**src/core/swimc_pkg.sv**
```systemverilog
// constants, types and register map of the interface mode control block
package swimc_pkg;

  // ==========================================================
  // timing
  localparam int unsigned CLK_MHZ      = 125;
  localparam int unsigned FRAME_US     = 125;
  localparam int unsigned FRAME_CYCLES = FRAME_US * CLK_MHZ;

  // ==========================================================
  // register byte offsets
  localparam logic [7:0] MODE_OFS     = 8'h00;
  localparam logic [7:0] CTRL_OFS     = 8'h04;
  localparam logic [7:0] RESULT_OFS   = 8'h08;
  localparam logic [7:0] IRQ_STAT_OFS = 8'h0C;
  localparam logic [7:0] IRQ_CLR_OFS  = 8'h10;
  localparam logic [7:0] IRQ_EN_OFS   = 8'h14;

  // ==========================================================
  // field positions and reset values
  localparam int unsigned   MODE_USED_W  = 10;
  localparam logic [15:0]   MODE_RESET   = 16'h0000;
  localparam int unsigned   CTRL_MASTER  = 0;
  localparam int unsigned   RESULT_DONE  = 12;
  localparam int unsigned   DELAY_W      = 12;
  localparam int unsigned   IRQ_FILL_END = 0;
  localparam int unsigned   IRQ_FILL_ABT = 1;
  localparam int unsigned   IRQ_EVAL_END = 2;
  localparam int unsigned   IRQ_W        = 3;
  localparam int unsigned   FILL_LOW_W   = 11;
  localparam logic [11:0]   WORDS_2M     = 12'h200;
  localparam logic [11:0]   WORDS_4M     = 12'h400;
  localparam logic [11:0]   WORDS_8M     = 12'h800;

  // ==========================================================
  // types
  typedef enum logic [1:0] {
    RATE_2M  = 2'b00,
    RATE_4M  = 2'b01,
    RATE_8M  = 2'b10,
    RATE_RSV = 2'b11
  } swimc_rate_t;

  typedef struct packed {
    logic [5:0]  zero;
    logic [4:0]  block_fill_value;
    logic        block_fill_start;
    logic        output_standby_release;
    logic        offset_eval_start;
    swimc_rate_t serial_rate_select;
  } swimc_mode_t;

  typedef enum logic {
    FILL_IDLE = 1'b0,
    FILL_RUN  = 1'b1
  } swimc_fill_st_t;

  typedef enum logic [1:0] {
    EVAL_IDLE = 2'b00,
    EVAL_ARM  = 2'b01,
    EVAL_MEAS = 2'b10,
    EVAL_DONE = 2'b11
  } swimc_eval_st_t;

  typedef struct packed {
    logic        we;
    logic [10:0] addr;
    logic [15:0] data;
  } swimc_fill_t;

endpackage : swimc_pkg

```
**src/core/swimc_top.sv**
```systemverilog
// interface mode control register bank with block fill and offset evaluation
//
// The address map and the Avalon-MM interface to the registers were decided locally.
`timescale 1ns/1ps

module swimc_top
  import swimc_pkg::*;
#(
  parameter int unsigned FRAME_LEN = FRAME_CYCLES
)
(
  // clock and reset
  input  wire logic                  clk,
  input  wire logic                  rst_n,
  // avalon-mm slave
  input  wire logic [7:0]            address,
  input  wire logic                  read,
  input  wire logic                  write,
  input  wire logic [31:0]           writedata,
  input  wire logic [3:0]            byteenable,
  output logic      [31:0]           readdata,
  output logic                       waitrequest,
  // pins
  input  wire logic                  output_drive_enable_pin,
  input  wire logic                  frame_eval_pin,
  output logic      [15:0]           serial_out_oe_n,
  // connection memory fill port
  output swimc_fill_t                fill,
  // interrupt
  output logic                       irq
);

  localparam int unsigned FW = $clog2(FRAME_LEN);

  typedef struct packed {
    swimc_mode_t       mode;
    logic              master;
    logic [IRQ_W-1:0]  stat;
    logic [IRQ_W-1:0]  irq_en;
    logic              waitreq;
    logic [31:0]       rdata;
    logic [FW-1:0]     frame_cnt;
    logic              frame_tick;
    swimc_fill_st_t    fst;
    logic              fill_prev;
    logic [11:0]       faddr;
    logic              fframe;
    swimc_fill_t       fill;
    swimc_eval_st_t    est;
    logic              eval_prev;
    logic [DELAY_W-1:0] delay;
    logic              done;
    logic              ode_s1;
    logic              ode_s2;
    logic              fe_s1;
    logic              fe_s2;
    logic              fe_prev;
    logic [15:0]       oe_n;
    logic              irq;
  } swimc_state_t;

  // ==========================================================
  // functions

  function automatic logic [11:0] words_of(input swimc_rate_t r);
    unique case (r)
      RATE_2M: words_of = WORDS_2M;
      RATE_4M: words_of = WORDS_4M;
      RATE_8M: words_of = WORDS_8M;
      RATE_RSV: words_of = 12'h000;
    endcase
  endfunction : words_of

  // ==========================================================
  // reset release

  logic rst_meta_n;
  logic rst_sync_n;

  // two stage release keeps recovery timing clean
  always_ff @(posedge clk or negedge rst_n)
  begin
    if (!rst_n)
    begin
      rst_meta_n <= 1'b0;
      rst_sync_n <= 1'b0;
    end
    else
    begin
      rst_meta_n <= 1'b1;
      rst_sync_n <= rst_meta_n;
    end
  end

  // ==========================================================
  // next state

  swimc_state_t s;
  swimc_state_t next_s;
  logic         bus_wr;
  logic         fill_rise;
  logic         eval_rise;
  logic         eval_fall;
  logic         fe_fall;
  logic [IRQ_W-1:0] set_bits;
  logic [IRQ_W-1:0] clr_bits;
  logic [15:0]  wmode;

  always_comb
  begin
    next_s = s;
    set_bits = '0;
    clr_bits = '0;
    wmode = s.mode;
    next_s.frame_tick = 1'b0;
    next_s.fill.we = 1'b0;

    // pin synchronisers
    next_s.ode_s1 = output_drive_enable_pin;
    next_s.ode_s2 = s.ode_s1;
    next_s.fe_s1 = frame_eval_pin;
    next_s.fe_s2 = s.fe_s1;
    next_s.fe_prev = s.fe_s2;
    fe_fall = s.fe_prev & ~s.fe_s2;

    // frame divider, fixed 8 kHz frame at every rate
    // frame pacing
    if (s.frame_cnt == FW'(FRAME_LEN - 1))
    begin
      next_s.frame_cnt = '0;
      next_s.frame_tick = 1'b1;
    end
    else
    begin
      next_s.frame_cnt = s.frame_cnt + FW'(1);
    end

    // bus: one wait cycle, then the access completes
    next_s.waitreq = ~((read | write) & s.waitreq);
    bus_wr = write & ~s.waitreq;
    if (read & s.waitreq)
    begin
      unique case (address)
        MODE_OFS:     next_s.rdata = {16'h0000, s.mode};
        CTRL_OFS:     next_s.rdata = {31'h0, s.master};
        RESULT_OFS:   next_s.rdata = {19'h0, s.done, s.delay};
        IRQ_STAT_OFS: next_s.rdata = {29'h0, s.stat};
        IRQ_EN_OFS:   next_s.rdata = {29'h0, s.irq_en};
        default:      next_s.rdata = 32'h0000_0000;
      endcase
    end
    if (bus_wr)
    begin
      unique case (address)
        MODE_OFS:
        begin
          if (byteenable[0])
            wmode[7:0] = writedata[7:0];
          if (byteenable[1])
            wmode[15:8] = writedata[15:8];
          wmode[15:MODE_USED_W] = '0;
          next_s.mode = swimc_mode_t'(wmode);
        end
        CTRL_OFS:
          if (byteenable[0])
            next_s.master = writedata[CTRL_MASTER];
        IRQ_CLR_OFS:
          if (byteenable[0])
            clr_bits = writedata[IRQ_W-1:0];
        IRQ_EN_OFS:
          if (byteenable[0])
            next_s.irq_en = writedata[IRQ_W-1:0];
        default: ;
      endcase
    end

    // block fill sequencer
    fill_rise = s.mode.block_fill_start & ~s.fill_prev;
    next_s.fill_prev = s.mode.block_fill_start;
    unique case (s.fst)
      FILL_IDLE:
      begin
        if (fill_rise & s.master)
        begin
          next_s.fst = FILL_RUN;
          next_s.faddr = '0;
          next_s.fframe = 1'b0;
        end
        else if (fill_rise)
        begin
          next_s.mode.block_fill_start = 1'b0;
        end
      end
      FILL_RUN:
      begin
        // abort on cleared start or master
        if (~s.mode.block_fill_start | ~s.master)
        begin
          next_s.fst = FILL_IDLE;
          next_s.mode.block_fill_start = 1'b0;
          set_bits[IRQ_FILL_ABT] = 1'b1;
        end
        else
        begin
          if (s.faddr < words_of(s.mode.serial_rate_select))
          begin
            next_s.fill.we = 1'b1;
            next_s.fill.addr = s.faddr[FILL_LOW_W-1:0];
            next_s.fill.data = {s.mode.block_fill_value, 11'h000};
            next_s.faddr = s.faddr + 12'h001;
          end
          if (s.frame_tick)
          begin
            next_s.fframe = 1'b1;
            if (s.fframe)
            begin
              next_s.fst = FILL_IDLE;
              next_s.mode.block_fill_start = 1'b0;
              set_bits[IRQ_FILL_END] = 1'b1;
            end
          end
        end
      end
    endcase

    // offset evaluation, measured in clocks after a frame boundary
    eval_rise = s.mode.offset_eval_start & ~s.eval_prev;
    eval_fall = ~s.mode.offset_eval_start & s.eval_prev;
    next_s.eval_prev = s.mode.offset_eval_start;
    if (eval_fall)
    begin
      next_s.est = EVAL_IDLE;
      next_s.done = 1'b0;
      next_s.delay = '0;
    end
    else
    begin
      unique case (s.est)
        EVAL_IDLE:
          if (eval_rise)
            next_s.est = EVAL_ARM;
        EVAL_ARM:
          if (s.frame_tick)
          begin
            next_s.est = EVAL_MEAS;
            next_s.delay = '0;
          end
        EVAL_MEAS:
          if (fe_fall)
          begin
            next_s.est = EVAL_DONE;
            next_s.done = 1'b1;
            set_bits[IRQ_EVAL_END] = 1'b1;
          end
          else if (~&s.delay)
          begin
            next_s.delay = s.delay + DELAY_W'(1);
          end
        EVAL_DONE: ;
      endcase
    end

    // sticky status, a new event wins over a clear
    next_s.stat = (s.stat & ~clr_bits) | set_bits;
    next_s.irq = |(next_s.stat & next_s.irq_en);

    // standby gating of the serial drivers
    next_s.oe_n = {16{~(s.ode_s2 | s.mode.output_standby_release)}};
  end

  // ==========================================================
  // state register

  always_ff @(posedge clk or negedge rst_sync_n)
  begin
    if (!rst_sync_n)
    begin
      s <= '0;
      s.mode <= swimc_mode_t'(MODE_RESET);
      s.waitreq <= 1'b1;
      s.oe_n <= 16'hFFFF;
    end
    else
    begin
      s <= next_s;
    end
  end

  // outputs straight from the state register
  assign readdata = s.rdata;
  assign waitrequest = s.waitreq;
  assign serial_out_oe_n = s.oe_n;
  assign fill = s.fill;
  assign irq = s.irq;
endmodule : swimc_top

```
**config.mk**
```make
export PLATFORM = sky130hd
export DESIGN_NAME = swimc_top
export DESIGN_NICKNAME = d
export VERILOG_FILES = /design/src/core/swimc_pkg.sv /design/src/core/swimc_top.sv
export SDC_FILE = /design/constraint.sdc
export NUM_CORES = 1
export LEC_CHECK = 0
export BUFFER_PORTS_ARGS = -buffer_cell sky130_fd_sc_hd__clkbuf_2
export CAP_MARGIN = 10
export CORE_ASPECT_RATIO = 1.5
export CORE_MARGIN = 2
export CORE_UTILIZATION = 43
export DETAILED_ROUTE_END_ITERATION = 10
export GPL_TIMING_DRIVEN = 0
export PLACE_DENSITY = 0.69
export SLEW_MARGIN = 20
export SYNTH_ARGS = -nofsm -noshare
export SYNTH_HDL_FRONTEND = slang
export SYNTH_SLANG_ARGS = --single-unit
```
**constraint.sdc**
```tcl
create_clock -name clk -period 2.9 [get_ports clk]
set_clock_uncertainty 0.05 [all_clocks]
set_input_delay 0.29 -clock clk [delete_from_list [all_inputs] [get_ports clk]]
set_output_delay 0.29 -clock clk [all_outputs]
set_load 0.01 [all_outputs]
```
==> key figures, run 1 <==
Placement
  • DP Wirelength: ~8 mm
  • Area after DPL: ~0.006 sq mm
  • Routability cong.: 0.905
  • Port bufs: 73
  • Placed Instances: ~770
  • Worst slack, placed: ~630 ps

CTS
  • Clock root cell: clkbuf_16
  • CTS tree: built
  • CTS buffer count: 9
  • CTS sink cnt: approximately 100
  • H-tree depth: 3
  • # resized after CTS: 0
  • Post-CTS setup buffers: 0
  • Clock-pin slew on the worst setup and hold paths: 70 ps
  • Clk_lat worst skew: between 300 and 400 ps
  • Clock buffer depth: 2

Drt
  • DRC Markers: 0
  • 1st-iter DRT viols: about 210
  • Routed WL per cell: around 13 microns
  • Routed WL: 10.6 mm
  • Routed Antenna Nets: 0
  • Vias per std cell: roughly 5
  • DR pass1 iterations: 4
  • Vias: between 3,000 and 4,000

Yosys
  • Post-synth EDFFs: 0
  • Synthesized instance count: 509
  • Seq cells post-synth: approximately 100
  • Netlist cell types: 56
  • Avg Cell Area, Syn: ~10 sq um
  • Synth top area cells: dfrtp_1, buf_4, mux2_2
  • Post-Syn Area: between 0.005 and 0.006 sq mm
  • Post-synth top area cell: dfrtp_1
  • Yosys top cell area share: 47.7%
  • Syn. warnings: 0
  • Sequential-to-total area share from yosys stat: about half
  • Share of flip-flops with an asynchronous set or reset: 100%
  • Synth Flop Type: dfrtp_1

STA
  • Slew Limit Headroom: about 36%
  • Setup_tns: 0 ps
  • Count of pins over their slew limit: 0
  • Shortest period the worst path allows: between 2000 and 2500 ps
  • Final WS setup: about 630 ps
  • WHS: 86.1 ps
  • Fin. Hold Viols: 0
  • Final critical-path share of the clock period: approximately 78%
  • RSZ-0062 raised after global routing: false
  • Maximum clock frequency: ~440 MHz
  • Final setup violation count: 0
  • Slew at the pin closest to its max-slew limit: roughly 950 ps

Setup path
  • Critical path type: reg2reg
  • Crit path max-delay cell type: dfrtp_1
  • Crit path max-delay family: compound AO/OA/AOI/OAI gates
  • CP Buf/Inv Count: 1
  • Required @ worst endpoint: slightly above 3000 ps
  • Worst setup SP type: flop
  • CP peak stage delay: approximately 440 ps
  • Crit end category: flop
  • Max FO, Critical Path: 10
  • R2r setup slk: roughly 630 ps
  • WP data arrival: 2440 ps
  • Cell Chain, Critical Path: nand2b_1 -> ha_1 -> o31a_1 -> o21ai_2 -> nand2_2 -> buf_2 -> o211ai_1 -> o31ai_1

Power and ir drop
  • Switch share: between 20% and 30%
  • Total net switching power: between 0.8 and 0.9 mW
  • Power per cell area: a little over 500 mW/mm^2
  • LEAKAGE: approximately 3.2 nW
  • Flop pwr share: ~47%
  • Peak VDD IR: about 280 uV
  • Proportion of power drawn by combinational gates: between 10% and 20%
  • Clk pwr share: 38.7%
  • Power after layout: 3.28 mW
  • Pint: roughly 2.4 mW

Global routing
  • Total gr overflow: 0
  • Largest net degree at the start of global routing: 53
  • GRT Max-Usage Layer: met2
  • Grt met3 use: under 10%
  • All-layer global routing usage: between 10% and 20%
  • Met2 Use GR: 28.4%
  • First-pass GRT wire length: 17.9 mm
  • Number of global-route vias before repair: between 3,000 and 4,000
  • Met1 Track Usage GR: between 20% and 30%
  • Initial antenna violation count: 0

Floorplan
  • # rows: slightly below 50
  • I/O pins: about 130
  • Core area: roughly 0.012 sq mm
  • Initial Utilization: between 40 and 50%
  • Chip height: between 100 and 150 microns
  • Die ar.: about 0.013 sq mm
  • Chip width: approximately 95 microns

Layout
  • Seq. cell area: 0.00258 sq mm
  • Ant diodes: 0
  • Design area: between 0.006 and 0.007 sq mm
  • Layout cells sized above 1: roughly 32%
  • Synthesis-to-finish area growth: 19.7%
  • Nets: 687
  • Core Util, Final: a little over half
  • Layout Cells excl Fill: between 700 and 800
  • Multi-input gate area: roughly 0.0022 sq mm
  • Fill cell count: ~1,100

Run status
  • Status: finished clean

Flow run
  • Max cap viols: 0

Hold path
  • Hold Crit Class: in2reg
[worst reg2reg max path, stage by stage, from the launching register on]
cell and delay [ps]:
dfrtp_1 440, nand2b_1 170, ha_1 280, o31a_1 110
o21ai_2 350, nand2_2 200, buf_2 250, o211ai_1 200
o31ai_1 90
[path summary, 6_finish.rpt]
path	endpoint	cells past startpoint	startpoint
min in group asynchronous	rst_sync_n	2	rst_n
setup / recovery	s[72]	8	s[137]
hold reg to reg	s[20]	0	next_s[20]
setup reg to reg	s[72]	8	s[137]
max in group asynchronous	serial_out_oe_n[0]	1	rst_sync_n
hold / removal	waitrequest	2	read
[per-layer routing]
| metal | wire length (microns) | vias up |
|---|---|---|
| met5 | 0 | - |
| met2 | 5400 | 101 |
| met1 | 4410 | 1870 |
| met4 | 205 | 0 |
| met3 | 565 | 15 |
| li1 | - | 1917 |
[power groups by stage]
stage                     sequential [mW]  clock (mW)  combinational, mW
final                                1.53        1.27              0.478
after global routing                 1.54        1.35              0.546
after CTS                            1.53        1.30              0.480
after detailed placement             1.56           0              0.474
after global placement               1.57           0              0.440
after floorplan                      1.56           0              0.345
[logic make-up after synthesis]
| family | after synthesis | synth area share, % |
|---|---|---|
| xor+xnor | 22 | 3.64 |
| simple gates | 182 | 18.5 |
| other cells | 2 | 0.142 |
| mux | 26 | 5.48 |
| buf+inv | 93 | 12.2 |
| compound gates | 70 | 8.74 |
| flops | 103 | 48.7 |
| fa+ha+maj | 11 | 2.60 |
[final cells by class]
| class | instances | share of cell area (%) |
|---|---|---|
| flip-flops and latches | 103 | 40.8 |
| inverters | 10 | 0.592 |
| plain buffers | 83 | 9.59 |
| well taps | 153 | 3.02 |
| clock inverters | 5 | 1.30 |
| repair buffers | 77 | 6.67 |
| clock buffers | 11 | 3.67 |
| multi-input cells | 342 | 34.4 |
[synthesized netlist by cell type (all sizes together) (4+ instances only)]
cell type,instances
a221oi,4
or3,6
and4,4
nand2,55
dfrtp,101
nand4,10
and2,5
o21ai,28
nand3,25
nor4,5
mux2,24
nand2b,7
nor4b,7
inv,10
a22oi,7
xnor2,13
a21oi,8
a22o,5
nor2,34
and3,7
ha,11
nor3,5
buf,80
xor2,9
[cells in the final DEF, fill, tap and decap left out, types with 8 or more instances in the layout]
master,instances
xor2_1,9
nand2_1,53
a21oi_1,8
o21ai_0,27
conb_1,31
clkbuf_16,9
buf_4,76
xnor2_1,13
dfrtp_1,100
mux2_2,24
nand4_1,10
nand3_1,24
ha_1,11
clkbuf_2,73
inv_1,10
nor2_1,34
[sequential cells by signal, summed over array words and instances, names as in the netlist]
register         cells
fill                17
waitrequest          1
rst_sync_n           1
rst_meta_n           1
readdata            13
serial_out_oe_n      1
s                   63
next_s               5
irq                  1
[timing repair]
item                       CTS  global route
setup endpoints to repair    0             0
hold endpoints to repair     4             0
hold buffers                 3             0
Note: power is estimated with default switching activity, not from simulation.
==> run 2, diff against run 1 <==
Clock period 2.9 ns to 1.98 ns, I/O delays scaled along.
==> run 2 against run 1 <==
- global-route usage rose by 0.45 points
- largest power group unchanged
- final area rose by 4.2%
- critical path depth did not move
- register-to-register slack got worse by 610 ps
- cell count rose by 2.4%
- core utilization rose by 2.2 points
- combinational power rose by 90%
- hold slack got worse by 58 ps
- flip-flop and latch count did not move
- count of clock-buffer cells in the layout fell by 1
==> key figures, run 2 (synthesized netlist as in run 1, its figures left out) <==
Layout
  • Core Util, Final: 55.0% (was 52.8%)
  • Most flop-heavy register: s (unchanged)
  • Layout Cells excl Fill: 803 (was 784)
  • Synthesis-to-finish area growth: 24.7% (was 19.7%)
  • Nets: 706 (was 687)
  • Layout cells sized above 1: 37.5% (was 32.5%)
  • Ant diodes: 0 (unchanged)
  • Most common cell after layout, fill and taps aside: dfrtp_1 (unchanged)
  • Design area: 0.00661 sq mm (was 0.00634 sq mm)
  • Most frequent cells in the layout: dfrtp_1, buf_4, clkbuf_2 (unchanged)
  • Number of flip-flops in the largest register: 63 (unchanged)

Floorplan
  • Chip width: 94.6 microns (unchanged)
  • Core area: 0.0120 sq mm (unchanged)
  • Initial Utilization: 44.1% (unchanged)
  • Die ar.: 0.0132 sq mm (unchanged)
  • # rows: 49 (unchanged)
  • Chip height: 140 microns (unchanged)
  • I/O pins: 128 (unchanged)

Setup path
  • Worst setup SP type: flop (unchanged)
  • R2r setup slk: 20 ps (was 630 ps)
  • Max FO, Critical Path: 8 (was 10)
  • WP data arrival: 2200 ps (was 2440 ps)
  • Crit end category: flop (unchanged)
  • FF-to-FF Start: s[36] (was s[137])
  • Reg-to-Reg End: s[26] (was s[72])
  • Required @ worst endpoint: 2220 ps (was 3070 ps)
  • Crit path capture: s[26] (was s[72])
  • Critical path type: reg2reg (unchanged)
  • Origin of the worst setup path: s[36] (was s[137])
  • Reg2Reg Depth: 8 (unchanged)

Global routing
  • Initial antenna violation count: 0 (unchanged)
  • Total gr overflow: 0 (unchanged)
  • First-pass GRT wire length: 18.1 mm (was 17.9 mm)
  • All-layer global routing usage: 17.4% (was 17.0%)
  • Largest net degree at the start of global routing: 53 (unchanged)
  • Number of global-route vias before repair: 3,832 (was 3,821)

Placement
  • Port bufs: 73 (unchanged)
  • Area after DPL: 0.00600 sq mm (was 0.00599 sq mm)
  • DP Wirelength: 8.09 mm (was 7.99 mm)
  • Routability cong.: 0.879 (was 0.905)
  • Worst slack, placed: -295 ps (was 628 ps)
  • Placed Instances: 765 (unchanged)

STA
  • Final setup violation count: 0 (unchanged)
  • Slew Limit Headroom: 53.1% (was 36.2%)
  • Slew at the pin closest to its max-slew limit: 702 ps (was 950 ps)
  • Final critical-path share of the clock period: 99.1% (was 78.3%)
  • Fin. Hold Viols: 0 (unchanged)
  • Final WS setup: 16.9 ps (was 629 ps)
  • Shortest period the worst path allows: 1960 ps (was 2270 ps)
  • RSZ-0062 raised after global routing: true (was false)
  • Maximum clock frequency: 509 MHz (was 440 MHz)
  • Count of pins over their slew limit: 0 (unchanged)

Hold path
  • Hold Crit Class: in2reg (unchanged)
  • WHS Path Cells: 2 (unchanged)

CTS
  • CTS buffer count: 9 (unchanged)
  • Clock-pin slew on the worst setup and hold paths: 70 ps (about the same)
  • CTS tree: built (unchanged)
  • Clock root cell: clkbuf_16 (unchanged)
  • CTS sink cnt: 103 (unchanged)
  • H-tree depth: 3 (unchanged)
  • Clock buffer depth: 2 (unchanged)
  • Clk_lat worst skew: 350 ps (was 340 ps)

Flow run
  • Max cap viols: 0 (unchanged)

Power and ir drop
  • Power after layout: 4.97 mW (was 3.28 mW)
  • Peak VDD IR: 475 uV (was 279 uV)
  • Power per cell area: 752 mW/mm^2 (was 518 mW/mm^2)
  • LEAKAGE: 3.32 nW (was 3.19 nW)

Drt
  • 1st-iter DRT viols: 170 (was 209)
  • DRC Markers: 0 (unchanged)
  • Vias: 4,048 (was 3,903)
  • Routed WL: 11.2 mm (was 10.6 mm)
  • Routed WL per cell: 14.0 microns (was 13.5 microns)
  • DR pass1 iterations: 4 (unchanged)
  • Vias per std cell: 5.04 (was 4.98)
  • Routed Antenna Nets: 0 (unchanged)

Run status
  • Status: finished clean (unchanged)
## run 2: cell types whose count changed in the layout (fill, tap and decap cells not counted), moves of 2 or more
| cell | change |
|---|---|
| o41ai_2 | +2 |
| clkbuf_1 | -4 |
| dlygate4sd3_1 | +2 |
| nor2_1 | -2 |
| ha_2 | +2 |
| buf_4 | +17 |
| inv_2 | +2 |
| inv_1 | -2 |
| ha_1 | -4 |
| ha_4 | +2 |
| buf_6 | +2 |
| o41ai_1 | -2 |
## run 2: worst min path at each step
stage / start / to / slack [ps]
global placement: rst_n / rst_meta_n / -70
global route: writedata[8] / s[144] / 30
CTS: writedata[6] / s[142] / 20
detailed placement: rst_n / rst_meta_n / -60
finish: writedata[8] / s[144] / 30
floorplan: rst_n / rst_meta_n / -150
## run 2: metal layers
| layer | wire length [microns] | up-vias | share of wire (%) | track usage (%) |
|---|---|---|---|---|
| li1 | - | 1965 | - | - |
| met1 | 4680 | 1933 | 42 | 21.9 |
| met2 | 5640 | 129 | 50 | 28.4 |
| met3 | 655 | 21 | 5.8 | 3.87 |
| met4 | 241 | 0 | 2.1 | 7.78 |
| met5 | 0 | - | 0 | 0 |
## run 2: what timing repair did
item                                    CTS  global route
pin swaps                                 2             3
endpoints found under the hold margin     5             0
endpoints found under the setup margin   26            25
buffers inserted                          8            10
hold buffers                              5             0
resized for setup                        13            15
## run 2: critical path: stages (launching register included)
cell and delay, ps:
dfrtp_1 390, inv_2 80, ha_4 180, nand3b_1 160, a31oi_4 110, or2_1 250, buf_6 140, or4_4 470
nand3_2 80
## run 2: layout make-up
class | count | area [sq um]
Tap cell | 153 | 191
Buffer | 82 | 612
Timing Repair Buffer | 97 | 582
Multi-Input combinational cell | 342 | 2290
Sequential cell | 103 | 2580
Inverter | 10 | 37.5
Fill cell | 1091 | 5410
Clock buffer | 10 | 239
Clock inverter | 6 | 68.8
## run 2: per-stage QoR
step	setup TNS (ps)	hold WS (ps)
floorplan	0	-148
global placement	-38030	-65.6
detailed placement	-4680	-62.8
CTS	0	23.1
global route	-76.3	26.0
finish	0	28.2
## run 2: report_power, final
part	switching [mW]	internal [mW]
sequential	0.0733	2.17
clock	0.796	1.02
combinational	0.472	0.434
==> run 3, diff against run 2 <==
Settings changed: CORE_UTILIZATION 43 to 35, PLACE_DENSITY 0.69 to unset.
==> run 3 against run 2 <==
- core utilization decreased by 10 points
- final area grew 0.68%
- total power down 2.9%
- maximum frequency rose by 3.3%
- hold slack worse by 24 ps
- sequential share of layout area decreased by 0.25 points
- combinational power increased by 0.4%
- cell count up 5.5%
- clock power fell by 8%
- count of clock-buffer cells in the layout increased by 3
- critical path depth fell by 2
- critical endpoint is now s[28]
==> key figures, run 3 (synthesized netlist as in run 1, its figures left out) <==
STA
  • Final critical-path share of the clock period: 95.9% (was 99.1%)
  • WHS: 4.35 ps (was 28.2 ps)
  • Count of pins over their slew limit: 0 (unchanged)
  • Maximum clock frequency: 526 MHz (was 509 MHz)
  • Fin. Hold Viols: 0 (unchanged)
  • Setup_tns: 0 ps (unchanged)
  • Final setup violation count: 0 (unchanged)
  • Slew at the pin closest to its max-slew limit: 960 ps (was 702 ps)
  • Shortest period the worst path allows: 1900 ps (was 1960 ps)
  • Slew Limit Headroom: 35.5% (was 53.1%)

Setup path
  • Origin of the worst setup path: next_s[35] (was s[36])
  • R2r setup slk: 80 ps (was 20 ps)
  • Required @ worst endpoint: 2170 ps (was 2220 ps)
  • Critical path type: reg2reg (unchanged)
  • Cell Chain, Critical Path: inv_2 -> ha_4 -> buf_4 -> or2b_1 -> or3_1 -> o41ai_2 (was inv_2 -> ha_4 -> nand3b_1 -> a31oi_4 -> or2_1 -> buf_6 -> or4_4 -> nand3_2)
  • FF-to-FF Start: next_s[35] (was s[36])
  • CP peak stage delay: 480 ps (was 470 ps)
  • Crit path max-delay cell type: or3_1 (was or4_4)
  • Crit end category: flop (unchanged)
  • Reg-to-Reg End: s[28] (was s[26])
  • Reg2Reg Depth: 6 (was 8)
  • WP data arrival: 2090 ps (was 2200 ps)
  • Worst setup SP type: flop (unchanged)
  • Max FO, Critical Path: 5 (was 8)

Layout
  • Nets: 704 (was 706)
  • Layout cells sized above 1: 37.5% (about the same)
  • Most frequent cells in the layout: dfrtp_1, buf_4, clkbuf_2 (unchanged)
  • Most flop-heavy register: s (unchanged)
  • Synthesis-to-finish area growth: 25.6% (was 24.7%)
  • Layout Cells excl Fill: 847 (was 803)
  • Ant diodes: 0 (unchanged)
  • Number of flip-flops in the largest register: 63 (unchanged)
  • Most common cell after layout, fill and taps aside: dfrtp_1 (unchanged)

Drt
  • Vias per std cell: 4.72 (was 5.04)
  • Routed Antenna Nets: 0 (unchanged)
  • Vias: 4,000 (was 4,048)
  • 1st-iter DRT viols: 166 (was 170)
  • DR pass1 iterations: 4 (unchanged)
  • Routed WL: 11.8 mm (was 11.2 mm)
  • DRC Markers: 0 (unchanged)
  • Routed WL per cell: 13.9 microns (was 14.0 microns)

Hold path
  • End of the worst hold path: waitrequest (was s[144])
  • WHS Path Cells: 2 (unchanged)
  • Hold Crit Class: in2reg (unchanged)
  • Hold path start: write (was writedata[8])

CTS
  • Clock-pin slew on the worst setup and hold paths: 70 ps (about the same)
  • CTS sink cnt: 103 (unchanged)
  • CTS buffer count: 9 (unchanged)
  • Clk_lat worst skew: 340 ps (was 350 ps)
  • CTS tree: built (unchanged)
  • Clock buffer depth: 2 (unchanged)
  • H-tree depth: 3 (unchanged)
  • Clock root cell: clkbuf_16 (unchanged)

Global routing
  • Number of global-route vias before repair: 3,952 (was 3,832)
  • First-pass GRT wire length: 19.2 mm (was 18.1 mm)
  • Initial antenna violation count: 0 (unchanged)
  • All-layer global routing usage: 14.6% (was 17.4%)
  • Total gr overflow: 0 (unchanged)
  • Largest net degree at the start of global routing: 47 (was 53)

Placement
  • Placed Instances: 812 (was 765)
  • Routability cong.: 0.822 (was 0.879)
  • Port bufs: 73 (unchanged)
  • DP Wirelength: 8.58 mm (was 8.09 mm)

Floorplan
  • Initial Utilization: 35.5% (was 44.1%)
  • Core area: 0.0149 sq mm (was 0.0120 sq mm)
  • Chip height: 155 microns (was 140 microns)
  • # rows: 55 (was 49)
  • Die ar.: 0.0162 sq mm (was 0.0132 sq mm)
  • Chip width: 104 microns (was 94.6 microns)
  • I/O pins: 128 (unchanged)

Run status
  • Status: finished clean (unchanged)

Power and ir drop
  • Power per cell area: 725 mW/mm^2 (was 752 mW/mm^2)
  • LEAKAGE: 3.30 nW (was 3.32 nW)
  • Peak VDD IR: 411 uV (was 475 uV)

Flow run
  • Max cap viols: 0 (unchanged)
-- run 3: changes by cell type in the layout (fill, tap and decap cells not counted), moves of 2 or more --
cell,change
clkbuf_1,+2
ha_4,+2
clkinv_4,-2
buf_4,-2
-- run 3: repair_timing --
action / CTS / global route
endpoints found under the hold margin: 5 / 0
gates resized for setup: 15 / 16
hold buffers: 4 / 0
cloned: 0 / 0
pin swaps: 2 / 8
setup buffers: 7 / 9
endpoints found under the setup margin: 32 / 27
-- run 3: power by group --
| group | internal [mW] | total [mW] | switching [mW] |
|---|---|---|---|
| clock | 0.919 | 1.67 | 0.753 |
| sequential | 2.17 | 2.24 | 0.0666 |
| combinational | 0.424 | 0.910 | 0.486 |
| total | 3.51 | 4.82 | 1.31 |
-- run 3: final cells by class --
type | count | area [sq um]
tap | 199 | 249
inverter | 10 | 37.5
fill | 1431 | 8280
buffer | 82 | 616
clock buffer | 13 | 260
multi-input combinational | 342 | 2310
clock inverter | 3 | 17.5
sequential | 103 | 2590
timing repair buffer | 95 | 577
-- run 3: worst max-delay path, delay by kind of cell (launching register included) --
| kind | cells | cell delay (ps) |
|---|---|---|
| flops | 1 | 400 |
| buf+inv | 2 | 190 |
| compound gates | 1 | 250 |
| simple gates | 2 | 760 |
| fa+ha+maj | 1 | 160 |
-- run 3: per-stage QoR --
stage	utilization [%]	setup slack, ps	area [sq um]	power, mW
6_report	44.5	80.6	6650	4.82
5_1_grt	44.5	-10.0	6650	5.06
4_1_cts	43.6	0.564	6510	4.77
3_5_place_dp	40.7	-318	6070	3.00
3_3_place_gp	40.3	-432	6020	2.95
2_1_floorplan	-	3.19	5410	2.79
-- run 3: how the worst max path moves through the flow --
| stage | endpoint | cells after the start |
|---|---|---|
| 6_report | s[28] | 6 |
| 5_1_grt | s[23] | 9 |
| 4_1_cts | s[26] | 7 |
| 3_5_place_dp | s[75] | 8 |
| 3_3_place_gp | readdata[12] | 0 |
| 2_1_floorplan | s[26] | 8 |
-- run 3: per-layer routing --
metal	track usage, %	up-vias	wire length, microns
li1	-	1945	-
met1	17.2	1947	4930
met3	2.57	11	503
met5	0	-	0
met4	6.44	0	174
met2	26.0	97	6200
